--- config.mk ---
export PLATFORM = sky130hd
export DESIGN_NAME = asc_transceiver
export DESIGN_NICKNAME = d
export VERILOG_FILES = /design/src/rtl/asc_pkg.sv /design/src/rtl/asc_transceiver.sv /design/src/rtl/asc_baud_gen.sv /design/src/rtl/asc_pair_buffer.sv
export SDC_FILE = /design/constraint.sdc
export NUM_CORES = 1
export LEC_CHECK = 0
export BUFFER_PORTS_ARGS = -buffer_cell sky130_fd_sc_hd__buf_4
export CAP_MARGIN = 5
export CORE_ASPECT_RATIO = 0.8
export CORE_MARGIN = 10
export CORE_UTILIZATION = 60
export CTS_BUF_LIST = sky130_fd_sc_hd__clkbuf_2 sky130_fd_sc_hd__clkbuf_4 sky130_fd_sc_hd__clkbuf_8
export DETAILED_ROUTE_END_ITERATION = 8
export PLACE_DENSITY = 0.82
export RECOVER_POWER = 50
export SYNTH_ARGS = -nofsm -noshare
export SYNTH_HDL_FRONTEND = slang
export SYNTH_SLANG_ARGS = --single-unit
--- constraint.sdc ---
create_clock -name sys_clk -period 3.3 [get_ports sys_clk]
set_input_delay 0.99 -clock sys_clk [delete_from_list [all_inputs] [get_ports sys_clk]]
set_output_delay 0.99 -clock sys_clk [all_outputs]
set_load 0.1 [all_outputs]
--- src/rtl/asc_pkg.sv ---
package asc_pkg;

  localparam int unsigned OVERSAMPLE = 16;
  localparam logic [3:0] SAMPLE_POINT = 4'h7;
  localparam logic [3:0] LAST_SLOT = 4'hf;
  localparam logic [2:0] LAST_BIT_EIGHT = 3'h7;
  localparam logic [2:0] LAST_BIT_SEVEN = 3'h6;
  localparam logic [7:0] SEVEN_BIT_MASK = 8'h7f;
  localparam logic [7:0] BAUD_DIVISOR_RESET = 8'hff;
  localparam logic [5:0] PRESCALE_DIV1 = 6'h00;
  localparam logic [5:0] PRESCALE_DIV4 = 6'h03;
  localparam logic [5:0] PRESCALE_DIV16 = 6'h0f;
  localparam logic [5:0] PRESCALE_DIV64 = 6'h3f;
  localparam int unsigned TX_BUF_WIDTH = 8;
  localparam int unsigned TX_BUF_DEPTH = 2;

  typedef struct packed {
    logic seven_bit_sel;
    logic parity_on;
    logic odd_parity_sel;
    logic stop_two;
    logic multiproc_format;
    logic prescale_sel_hi;
    logic prescale_sel_lo;
  } asc_frame_cfg_type;

  typedef struct packed {
    logic overrun_fault;
    logic frame_fault;
    logic parity_fault;
  } asc_rx_fault_type;

  typedef enum logic [2:0] {
    TX_IDLE, TX_START, TX_DATA, TX_OPT, TX_STOP
  } asc_tx_state_type;

  typedef enum logic [2:0] {
    RX_IDLE, RX_START, RX_DATA, RX_OPT, RX_STOP
  } asc_rx_state_type;

endpackage

--- src/rtl/asc_transceiver.sv ---
`timescale 1ns/1ps
module asc_transceiver
  import asc_pkg::*;
(
  // clock and reset
  input wire logic sys_clk,
  input wire logic resetn,
  // configuration
  input wire asc_frame_cfg_type frame_cfg,
  input wire logic [7:0] baud_divisor,
  input wire logic tx_enable,
  input wire logic rx_enable,
  input wire logic tx_empty_irq_en,
  input wire logic rx_irq_en,
  input wire logic tx_done_irq_en,
  input wire logic id_marker_tx,
  // transmit data stream
  input wire logic tx_wr_valid,
  input wire logic [7:0] tx_wr_data,
  output logic tx_wr_ready,
  // status
  output logic tx_empty_flag,
  output logic tx_done_flag,
  output logic rx_full_flag,
  output asc_rx_fault_type rx_faults,
  output logic [7:0] rx_holding,
  output logic id_marker_bit,
  // software clears, one-cycle pulses
  input wire logic rx_full_clr,
  input wire asc_rx_fault_type rx_fault_clr,
  // interrupt requests, highest first
  output logic rx_fault_req,
  output logic rx_full_req,
  output logic tx_empty_req,
  output logic tx_done_req,
  // serial line
  input wire logic rxd_pin,
  output logic txd_pin
);

  function automatic logic odd_ones(input logic [7:0] d, input logic seven);
    odd_ones = ^(seven ? (d & SEVEN_BIT_MASK) : d);
  endfunction

  // hardware set wins over a same-cycle software clear
  function automatic logic sticky(input logic cur, input logic set_now, input logic clr_now);
    sticky = set_now | (cur & ~clr_now);
  endfunction

  // shared format decode
  wire tick16;
  wire [2:0] last_bit = frame_cfg.seven_bit_sel ? LAST_BIT_SEVEN : LAST_BIT_EIGHT;
  wire opt_on = frame_cfg.multiproc_format | frame_cfg.parity_on;

  asc_baud_gen u_baud (
    .sys_clk(sys_clk), .resetn(resetn), .baud_divisor(baud_divisor), .tick16(tick16),
    .prescale_sel({frame_cfg.prescale_sel_hi, frame_cfg.prescale_sel_lo})
  );

  // transmit
  asc_tx_state_type tx_state;
  logic [3:0] tx_cnt;
  logic [2:0] tx_idx;
  logic [7:0] tx_shifter;
  logic [7:0] tx_holding;
  logic tx_opt;
  logic tx_line;
  wire buf_valid;
  wire [7:0] buf_data;

  // handover from buffer is the write plus the clear of the empty flag
  wire drain = buf_valid & tx_enable & tx_empty_flag;

  asc_pair_buffer #(.WIDTH(TX_BUF_WIDTH), .DEPTH(TX_BUF_DEPTH)) u_txbuf (
    .sys_clk(sys_clk), .resetn(resetn),
    .in_valid(tx_wr_valid), .in_data(tx_wr_data), .in_ready(tx_wr_ready),
    .out_valid(buf_valid), .out_data(buf_data), .out_ready(drain)
  );

  wire tx_bit_end = tick16 & (tx_cnt == LAST_SLOT);
  wire tx_last_stop = (tx_idx != 3'h0) | ~frame_cfg.stop_two;
  wire tx_stop_end = (tx_state == TX_STOP) & tx_bit_end & tx_last_stop;
  wire tx_load = tx_enable & ~tx_empty_flag & ((tx_state == TX_IDLE) | tx_stop_end);
  wire tx_data_done = (tx_state == TX_DATA) & tx_bit_end & (tx_idx == last_bit);
  wire tx_stop_enter = (tx_data_done & ~opt_on) | ((tx_state == TX_OPT) & tx_bit_end);
  wire next_opt = frame_cfg.multiproc_format ? id_marker_tx
                : odd_ones(tx_holding, frame_cfg.seven_bit_sel) ^ frame_cfg.odd_parity_sel;

  always_ff @(posedge sys_clk) begin
    if (!resetn) begin
      tx_holding <= 8'h00;
    end else if (drain) begin
      tx_holding <= buf_data;
    end
  end

  always_ff @(posedge sys_clk) begin
    if (!resetn) begin
      tx_state <= TX_IDLE;
      tx_cnt <= 4'h0;
      tx_idx <= 3'h0;
      tx_shifter <= 8'h00;
      tx_opt <= 1'b0;
      tx_line <= 1'b1;
    end else if (!tx_enable) begin
      tx_state <= TX_IDLE;
      tx_cnt <= 4'h0;
      tx_idx <= 3'h0;
      tx_shifter <= 8'h00;
      tx_line <= 1'b1;
    end else if (tx_load) begin
      tx_state <= TX_START;
      tx_cnt <= 4'h0;
      tx_idx <= 3'h0;
      tx_shifter <= tx_holding;
      tx_opt <= next_opt;
      tx_line <= 1'b0;
    end else begin
      if (tick16) begin
        tx_cnt <= tx_cnt + 4'h1;
      end
      case (tx_state)
        TX_IDLE: begin
          tx_line <= 1'b1;
        end
        TX_START: begin
          if (tx_bit_end) begin
            tx_state <= TX_DATA;
            tx_line <= tx_shifter[0];
          end
        end
        TX_DATA: begin
          if (tx_data_done) begin
            tx_state <= opt_on ? TX_OPT : TX_STOP;
            tx_line <= opt_on ? tx_opt : 1'b1;
            tx_idx <= 3'h0;
          end else if (tx_bit_end) begin
            tx_shifter <= {1'b0, tx_shifter[7:1]};
            tx_line <= tx_shifter[1];
            tx_idx <= tx_idx + 3'h1;
          end
        end
        TX_OPT: begin
          if (tx_bit_end) begin
            tx_state <= TX_STOP;
            tx_line <= 1'b1;
          end
        end
        TX_STOP: begin
          if (tx_stop_end) begin
            tx_state <= TX_IDLE;
          end else if (tx_bit_end) begin
            tx_idx <= 3'h1;
          end
        end
        default: begin
          tx_state <= TX_IDLE;
          tx_line <= 1'b1;
        end
      endcase
    end
  end

  always_ff @(posedge sys_clk) begin
    if (!resetn) begin
      tx_empty_flag <= 1'b1;
      tx_done_flag <= 1'b1;
    end else begin
      tx_empty_flag <= sticky(tx_empty_flag, !tx_enable | tx_load, drain);
      tx_done_flag <= sticky(tx_done_flag, !tx_enable | (tx_stop_enter & tx_empty_flag), drain);
    end
  end

  assign txd_pin = tx_line;

  // receive
  logic rxd_meta;
  logic rxd_sync;
  logic rxd_prev;
  asc_rx_state_type rx_state;
  logic [3:0] rx_cnt;
  logic [2:0] rx_idx;
  logic [7:0] rx_shifter;
  logic rx_opt;

  wire any_fault = rx_faults.overrun_fault | rx_faults.frame_fault | rx_faults.parity_fault;
  wire start_seen = rx_enable & ~any_fault & rxd_prev & ~rxd_sync;
  wire rx_sample = tick16 & (rx_cnt == SAMPLE_POINT);
  wire rx_bit_end = tick16 & (rx_cnt == LAST_SLOT);
  wire rx_done = (rx_state == RX_STOP) & rx_sample;
  wire [7:0] rx_char = frame_cfg.seven_bit_sel ? {1'b0, rx_shifter[7:1]} : rx_shifter;
  wire par_bad = frame_cfg.parity_on & ~frame_cfg.multiproc_format
               & (odd_ones(rx_char, 1'b0) ^ rx_opt ^ frame_cfg.odd_parity_sel);
  wire stop_bad = ~rxd_sync;
  wire overrun = rx_done & rx_full_flag;
  wire rx_store = rx_done & ~rx_full_flag;

  always_ff @(posedge sys_clk) begin
    if (!resetn) begin
      rxd_meta <= 1'b1;
      rxd_sync <= 1'b1;
      rxd_prev <= 1'b1;
    end else begin
      rxd_meta <= rxd_pin;
      rxd_sync <= rxd_meta;
      rxd_prev <= rxd_sync;
    end
  end

  always_ff @(posedge sys_clk) begin
    if (!resetn) begin
      rx_state <= RX_IDLE;
      rx_cnt <= 4'h0;
      rx_idx <= 3'h0;
      rx_shifter <= 8'h00;
      rx_opt <= 1'b0;
    end else if (!rx_enable) begin
      rx_state <= RX_IDLE;
      rx_cnt <= 4'h0;
    end else begin
      if (tick16) begin
        rx_cnt <= rx_cnt + 4'h1;
      end
      case (rx_state)
        RX_IDLE: begin
          if (start_seen) begin
            rx_state <= RX_START;
            rx_cnt <= 4'h0;
            rx_idx <= 3'h0;
          end
        end
        RX_START: begin
          if (rx_sample & rxd_sync) begin
            rx_state <= RX_IDLE;
          end else if (rx_bit_end) begin
            rx_state <= RX_DATA;
          end
        end
        RX_DATA: begin
          if (rx_sample) begin
            rx_shifter <= {rxd_sync, rx_shifter[7:1]};
          end
          if (rx_bit_end) begin
            if (rx_idx == last_bit) begin
              rx_state <= opt_on ? RX_OPT : RX_STOP;
            end else begin
              rx_idx <= rx_idx + 3'h1;
            end
          end
        end
        RX_OPT: begin
          if (rx_sample) begin
            rx_opt <= rxd_sync;
          end
          if (rx_bit_end) begin
            rx_state <= RX_STOP;
          end
        end
        RX_STOP: begin
          // second stop bit is not checked; idle wait covers it
          if (rx_done) begin
            rx_state <= RX_IDLE;
          end
        end
        default: begin
          rx_state <= RX_IDLE;
        end
      endcase
    end
  end

  always_ff @(posedge sys_clk) begin
    if (!resetn) begin
      rx_holding <= 8'h00;
      id_marker_bit <= 1'b0;
    end else if (rx_store) begin
      rx_holding <= rx_char;
      if (frame_cfg.multiproc_format) begin
        id_marker_bit <= rx_opt;
      end
    end
  end

  wire full_set = rx_store & ~stop_bad & ~par_bad;
  wire frame_set = rx_done & stop_bad;
  wire parity_set = rx_done & par_bad;
  always_ff @(posedge sys_clk) begin
    if (!resetn) begin
      rx_full_flag <= 1'b0;
      rx_faults <= '0;
    end else begin
      rx_full_flag <= sticky(rx_full_flag, full_set, rx_full_clr);
      rx_faults.overrun_fault <= sticky(rx_faults.overrun_fault, overrun, rx_fault_clr.overrun_fault);
      rx_faults.frame_fault <= sticky(rx_faults.frame_fault, frame_set, rx_fault_clr.frame_fault);
      rx_faults.parity_fault <= sticky(rx_faults.parity_fault, parity_set, rx_fault_clr.parity_fault);
    end
  end

  // requests
  assign rx_fault_req = any_fault & rx_irq_en;
  assign rx_full_req = rx_full_flag & rx_irq_en;
  assign tx_empty_req = tx_empty_flag & tx_empty_irq_en & tx_enable;
  assign tx_done_req = tx_done_flag & tx_done_irq_en;

endmodule // asc_transceiver

--- src/rtl/asc_baud_gen.sv ---
`timescale 1ns/1ps
module asc_baud_gen
  import asc_pkg::*;
(
  // clock and reset
  input wire logic sys_clk,
  input wire logic resetn,
  // rate setting
  input wire logic [1:0] prescale_sel,
  input wire logic [7:0] baud_divisor,
  // sixteen times bit rate
  output logic tick16
);

  function automatic logic [5:0] prescale_limit(input logic [1:0] sel);
    case (sel)
      2'h0: prescale_limit = PRESCALE_DIV1;
      2'h1: prescale_limit = PRESCALE_DIV4;
      2'h2: prescale_limit = PRESCALE_DIV16;
      default: prescale_limit = PRESCALE_DIV64;
    endcase
  endfunction

  logic [5:0] pre_cnt;
  logic [7:0] div_cnt;
  logic half;

  // bit rate = clock / (32 * 4^n * (divisor + 1)), so the 16x tick is a further /2
  wire pre_tick = (pre_cnt >= prescale_limit(prescale_sel));
  wire div_wrap = pre_tick & (div_cnt >= baud_divisor);

  always_ff @(posedge sys_clk) begin
    if (!resetn) begin
      pre_cnt <= 6'h00;
      div_cnt <= 8'h00;
      half <= 1'b0;
      tick16 <= 1'b0;
    end else begin
      pre_cnt <= pre_tick ? 6'h00 : pre_cnt + 6'h01;
      if (pre_tick) begin
        div_cnt <= div_wrap ? 8'h00 : div_cnt + 8'h01;
      end
      if (div_wrap) begin
        half <= ~half;
      end
      tick16 <= div_wrap & half;
    end
  end

endmodule // asc_baud_gen

--- src/rtl/asc_pair_buffer.sv ---
`timescale 1ns/1ps
module asc_pair_buffer
  import asc_pkg::*;
#(
  parameter int unsigned WIDTH = TX_BUF_WIDTH,
  parameter int unsigned DEPTH = TX_BUF_DEPTH
)(
  // clock and reset
  input wire logic sys_clk,
  input wire logic resetn,
  // filling side
  input wire logic in_valid,
  input wire logic [WIDTH-1:0] in_data,
  output logic in_ready,
  // draining side
  output logic out_valid,
  output logic [WIDTH-1:0] out_data,
  input wire logic out_ready
);

  localparam int unsigned PW = (DEPTH > 1) ? $clog2(DEPTH) : 1;

  logic [WIDTH-1:0] mem [DEPTH];
  logic [PW-1:0] wr_ptr;
  logic [PW-1:0] rd_ptr;
  logic [PW:0] count;

  wire push = in_valid & in_ready;
  wire pop = out_valid & out_ready;

  assign in_ready = (count < (PW+1)'(DEPTH));
  assign out_valid = (count != '0);
  assign out_data = mem[rd_ptr];

  function automatic logic [PW-1:0] bump(input logic [PW-1:0] p);
    bump = (p == PW'(DEPTH - 1)) ? '0 : p + 1'b1;
  endfunction

  always_ff @(posedge sys_clk) begin
    if (!resetn) begin
      wr_ptr <= '0;
      rd_ptr <= '0;
      count <= '0;
    end else begin
      if (push) begin
        mem[wr_ptr] <= in_data;
        wr_ptr <= bump(wr_ptr);
      end
      if (pop) begin
        rd_ptr <= bump(rd_ptr);
      end
      count <= count + (PW+1)'(push) - (PW+1)'(pop);
    end
  end

endmodule // asc_pair_buffer

# [Word-level counts from Yosys, hierarchy flattened]
# Memories as Yosys holds them, arrays and structs flattened. A register that Yosys moved wholly into a read port is not among the register bits.
# Cells that the tools add are included.
# Widths: inputs -> output; s select.
[classes] order_cmp=3 n_reduce_logical=28 n_mux=49 n_addsub=10 eq_ne=37 bitwise=76
[op_table] op="$mux 3" count=19
[op_table] op="$mux 8" count=7
[op_table] op="$and 1x1->1" count=42
[op_table] op="$ne 2x2->1 const B" count=15
[op_table] op="$pmux 3 s5" count=2
[op_table] op="$ne 3x3->1 const B" count=6
[op_table] op="$pmux 6 s3" count=1
[op_table] op="$not 1->1" count=17
[op_table] op="$reduce_xor 8->1" count=2
[op_table] op="$reduce_and 5->1" count=3
[op_table] op="$mux 1" count=14
[op_table] op="$or 1x1->1" count=14
[op_table] op="$eq 3x2->1 const B" count=4
[op_table] op="$mux 4" count=3
[op_table] op="$pmux 3 s2" count=2
[op_table] op="$reduce_bool 2->1" count=5
[op_table] op="$reduce_and 3->1" count=3
[op_table] op="$add 4x1->4 const B" count=2
[op_table] op="$add 8x1->8 const B" count=1
[op_table] op="$eq 4x4->1 const B" count=2
[op_table] op="$ge 8x8->1" count=1
[op_table] op="$reduce_and 2->1" count=4
[op_table] op="$reduce_and 4->1" count=2
[op_table] op="$add 3x1->3 const B" count=2
[op_table] op="22 further kinds" count=30
[word_totals] word_cells=234 n_memories=1 register_bits=77 ramBits=16 out_inout_bits=21
[mem_list] name="u_txbuf.mem" depth=2 width=8 read_ports=1 rd_clocked_by_memory_dff=1 wr=1 line="asc_pair_buffer.sv:23" text="logic [WIDTH-1:0] mem [DEPTH];"

# [Logic depth before layout (Yosys ltp)]
[depth] depth_word=9 depth_mapped=9 depth_no_buf=8

# [Hierarchy]
# From an unflattened synthesis, not the netlist that was laid out.
[hier_totals] hier_cells=563 hier_area_um2=5205.0
[modules_own_cells] module="asc_transceiver" cells_per_inst=390 area_per_inst_um2=3315.7 instances=1
[modules_own_cells] module="asc_baud_gen" cells_per_inst=123 area_per_inst_um2=1073.5 instances=1
[modules_own_cells] module="asc_pair_buffer" cells_per_inst=50 area_per_inst_um2=815.8 instances=1

# [Least setup slack after synthesis]
# No wires, ideal clock.
[synth_path] kind="reg2out" start="reg rx_faults[1] (netlist name)" end="out rx_fault_req" t_arrival_ps=2512 stages_incl_launch_ff=3 slack_ps=-202 path_buffers=0 path_cell_list="dfxtp_1 nor3_2 nor2b_1"
[synth_via] elab_chain_cells=3
[synth_lines] element="start, declared" line="asc_transceiver.sv:25" text="output asc_rx_fault_type rx_faults,"
[synth_lines] element="$or 1x1->1 (2 in series)" line="asc_transceiver.sv:186" text="wire any_fault = rx_faults.overrun_fault | rx_faults.frame_fault | rx_faults.parity_fault;"
[synth_lines] element="$and 1x1->1" line="asc_transceiver.sv:300" text="assign rx_fault_req = any_fault & rx_irq_en;"
[synth_lines] element="end, declared" line="asc_transceiver.sv:32" text="output logic rx_fault_req,"
# No other way between the ends.

# [Worst setup path after layout]
[layout_path] start="in tx_enable" end="out tx_empty_req"
[layout_via] elab_chain_cells=1
[layout_lines] element="start, declared" line="asc_transceiver.sv:11" text="input wire logic tx_enable,"
[layout_lines] element="$and 1x1->1" line="asc_transceiver.sv:302" text="assign tx_empty_req = tx_empty_flag & tx_empty_irq_en & tx_enable;"
[layout_lines] element="end, declared" line="asc_transceiver.sv:34" text="output logic tx_empty_req,"
# No other way between the ends.

==> reports/results.txt <==
Slowest CP cell - clkbuf_1
DRC viols - 0
Post-Syn Nets - 604
WHS Path Cells - 1
Area delta synth->final - 12.2%
Layout Cells excl Fill - 707
Grt ovf - 0
PD cells - 473 nW/um^2
Syn Area/Cell - 9.37 sq um
Worst setup startpoint - tx_enable
GRT Total Usage - 17.5%
CTS tree - yes
Hold Startpoint - rxd_meta
First-pass GRT wire length - 17900 um
Initial drt markers - 241
Yosys top cell by area - dfxtp_1
Clk sinks - 101
Met2 wire len - 5140 um
Critical path endpoint category - output port
Final wirelength - 10800 um
Fin crit share - 84.5%
Worst r2r src - u_baud.div_cnt[0]
Register-to-Register Path Depth - 7
Synth top area cells - dfxtp_1 (33%), edfxtp_1 (9.4%), ha_1 (5.6%), mux2i_1 (5.5%), nor2_1 (4.9%)
Post-CTS Setup Bufs - 0
Post-DP HPWL - 8040 um
CTS root buffer - clkbuf_8
Max_slew headroom - 21.4%
Top Metal Used - met4
Final setup fails - 0
Vias per Instance - 5.75
Synth top area share - 33.4%
Status - finished, final reports clean
Mapped Cells - 544
Max Transition Viols Final - 0
Hold/Removal Path Class - reg -> reg
Pleak - 2.27 nW
Setup TNS - 0 ps
Cts bufs inserted - 9
Yosys warns - 0
FMAX - 0.358 GHz
Async set-or-reset flop fraction in the synthesized netlist - 0%
Die Span X - 123 um
Slew of the pin with the lowest slew margin - 1180 ps
Dpl cell area - 5590 sq um
Final hold viol count - 0
DRT Pass-1 Iters - 5
Initial Util - 63.0%
Max_cap viols - 0
Die Y - 102 um
Critical path type - in -> out
Met3 wire len - 624 um
Skew-Pair Late Insertion Delay - 380 ps
CP max FO - 7
Die Area - 12600 sq um
Clock buffer depth - 2
Reg2reg end - u_baud.half
Arrival time worst endpoint - 1800 ps
# resized after CTS - 0
Final antenna-violating net count - 0
CTS HTree Levels - 3
Antenna cells - 0
Post-synth EDFFs - 16
Post-synthesis register bit count - 101
Hold_ws - 426 ps
Reg clk slew, reported paths - 100 ps
Number of global-route vias before repair - 3869
# placed instances - 691
Rows - 29
Commonest cells in the synthesized netlist - dfxtp_1 (85), nor2_1 (67), nand2_1 (52), mux2i_1 (28), ha_1 (23)
Final Cell Area - 5720 sq um
Worst Skew - 17.3 ps
Netlist cell types - 70
Largest stage delay on the critical path - 300 ps
Port buffer count - 57
Crit path time final - 2790 ps
Vias post-DR - 4063
Most numerous cell in the Yosys netlist - dfxtp_1
Share of post-route cells with drive strength above 1 - 14.4%
DR WL/cell - 15.3 um
FF-to-FF setup slack - 1080 ps
GPL Wtd Cong - 0.852
Post-synthesis instance area - 5100 sq um
RSZ-0062 raised after global routing - false
Main synth FF type - dfxtp_1
Met1 WL - 4950 um
Cell Chain, Critical Path - clkbuf_1 -> and3_1 -> buf_4
Required @ worst endpoint - 2310 ps
Crit path launch type - primary input
Area of the core - 8090 sq um
Seq/Total Area, Yosys - 42.8%
# hold bufs at CTS - 0
Num ports - 58
Layout Nets - 654
Initial antenna violation count - 0
Hold endpoint - rxd_sync
Peak supply drop - 0.476 mV
Largest net degree at the start of global routing - 25
-- worst max-delay path by stage --
| stage | to |
|---|---|
| 3_5_place_dp | u_baud.half |
| 2_1_floorplan | rx_fault_req |
| 5_1_grt | rx_holding[1] |
| 4_1_cts | tx_empty_req |
| 3_3_place_gp | u_baud.half |
| 6_report | tx_empty_req |
-- cell type report --
cell class / count / area (sq um)
Timing Repair Buffer: 61 / 432
Clock inverter: 7 / 63.8
Fill cell: 636 / 2370
Multi-Input combinational cell: 399 / 2700
Clock buffer: 9 / 124
Tap cell: 108 / 135
Sequential cell: 101 / 2180
Inverter: 22 / 82.6
-- where the power goes --
part | internal [mW] | switching [mW] | leakage (nW) | total, mW
registers | 1.33 | 0.0779 | 0.835 | 1.41
logic | 0.235 | 0.298 | 1.34 | 0.534
clock network | 0.294 | 0.469 | 0.0976 | 0.764
-- layout by cell type, fill, tap and decap left out, drive strengths merged, types with 6 or more instances in the layout --
cell type	netlist	routed
a211oi	18	18
a21oi	21	21
a31oi	15	15
and3	7	7
buf	11	47
clkbuf	11	23
dfxtp	85	85
edfxtp	16	16
ha	23	23
inv	21	26
mux2i	28	28
nand2	52	52
nand2b	6	6
nand3	10	10
nand3b	7	7
nor2	68	68
nor2b	9	9
nor3	8	8
o211ai	12	12
o21ai	16	16
xnor2	22	22
xor2	9	9
-- critical path: cells and delay by family --
family / cells / cell delay, ps
AND/OR/NAND/NOR: 1 / 220
buffers and inverters: 2 / 590
-- sequential cells by signal, indices dropped and copies added (netlist names), 4 cells and up --
signal,cells
tx_shifter,8
tx_holding,8
u_baud.pre_cnt,6
u_baud.div_cnt,8
u_txbuf.mem,16
rx_cnt,4
rx_holding,8
rx_shifter,8
tx_cnt,4
-- metrics by stage --
stage | total power, mW | utilization [%] | setup WS, ps
6_report | 2.71 | 70.7 | 510
5_1_grt | 2.84 | 70.7 | 377
4_1_cts | 2.72 | 71.4 | 745
3_5_place_dp | 1.98 | 69.1 | 414
3_3_place_gp | 1.96 | 69.1 | 497
2_1_floorplan | 1.84 | - | 315
-- layer usage --
layer | up-vias | GRT usage [%]
met4 | 0 | 5.45
met2 | 101 | 28.0
met5 | - | 0
met3 | 11 | 5.29
li1 | 2034 | -
met1 | 1917 | 22.2
-- kinds of logic after synthesis --
| family | count (synthesis) | share of synthesized area (%) |
|---|---|---|
| compound gates | 113 | 15.8 |
| buf+inv | 44 | 3.71 |
| flops | 101 | 42.8 |
| xor+xnor | 33 | 6.21 |
| mux | 28 | 5.50 |
| fa+ha+maj | 23 | 5.64 |
| simple gates | 202 | 20.4 |
No activity file was read; power rests on OpenSTA's default activity.
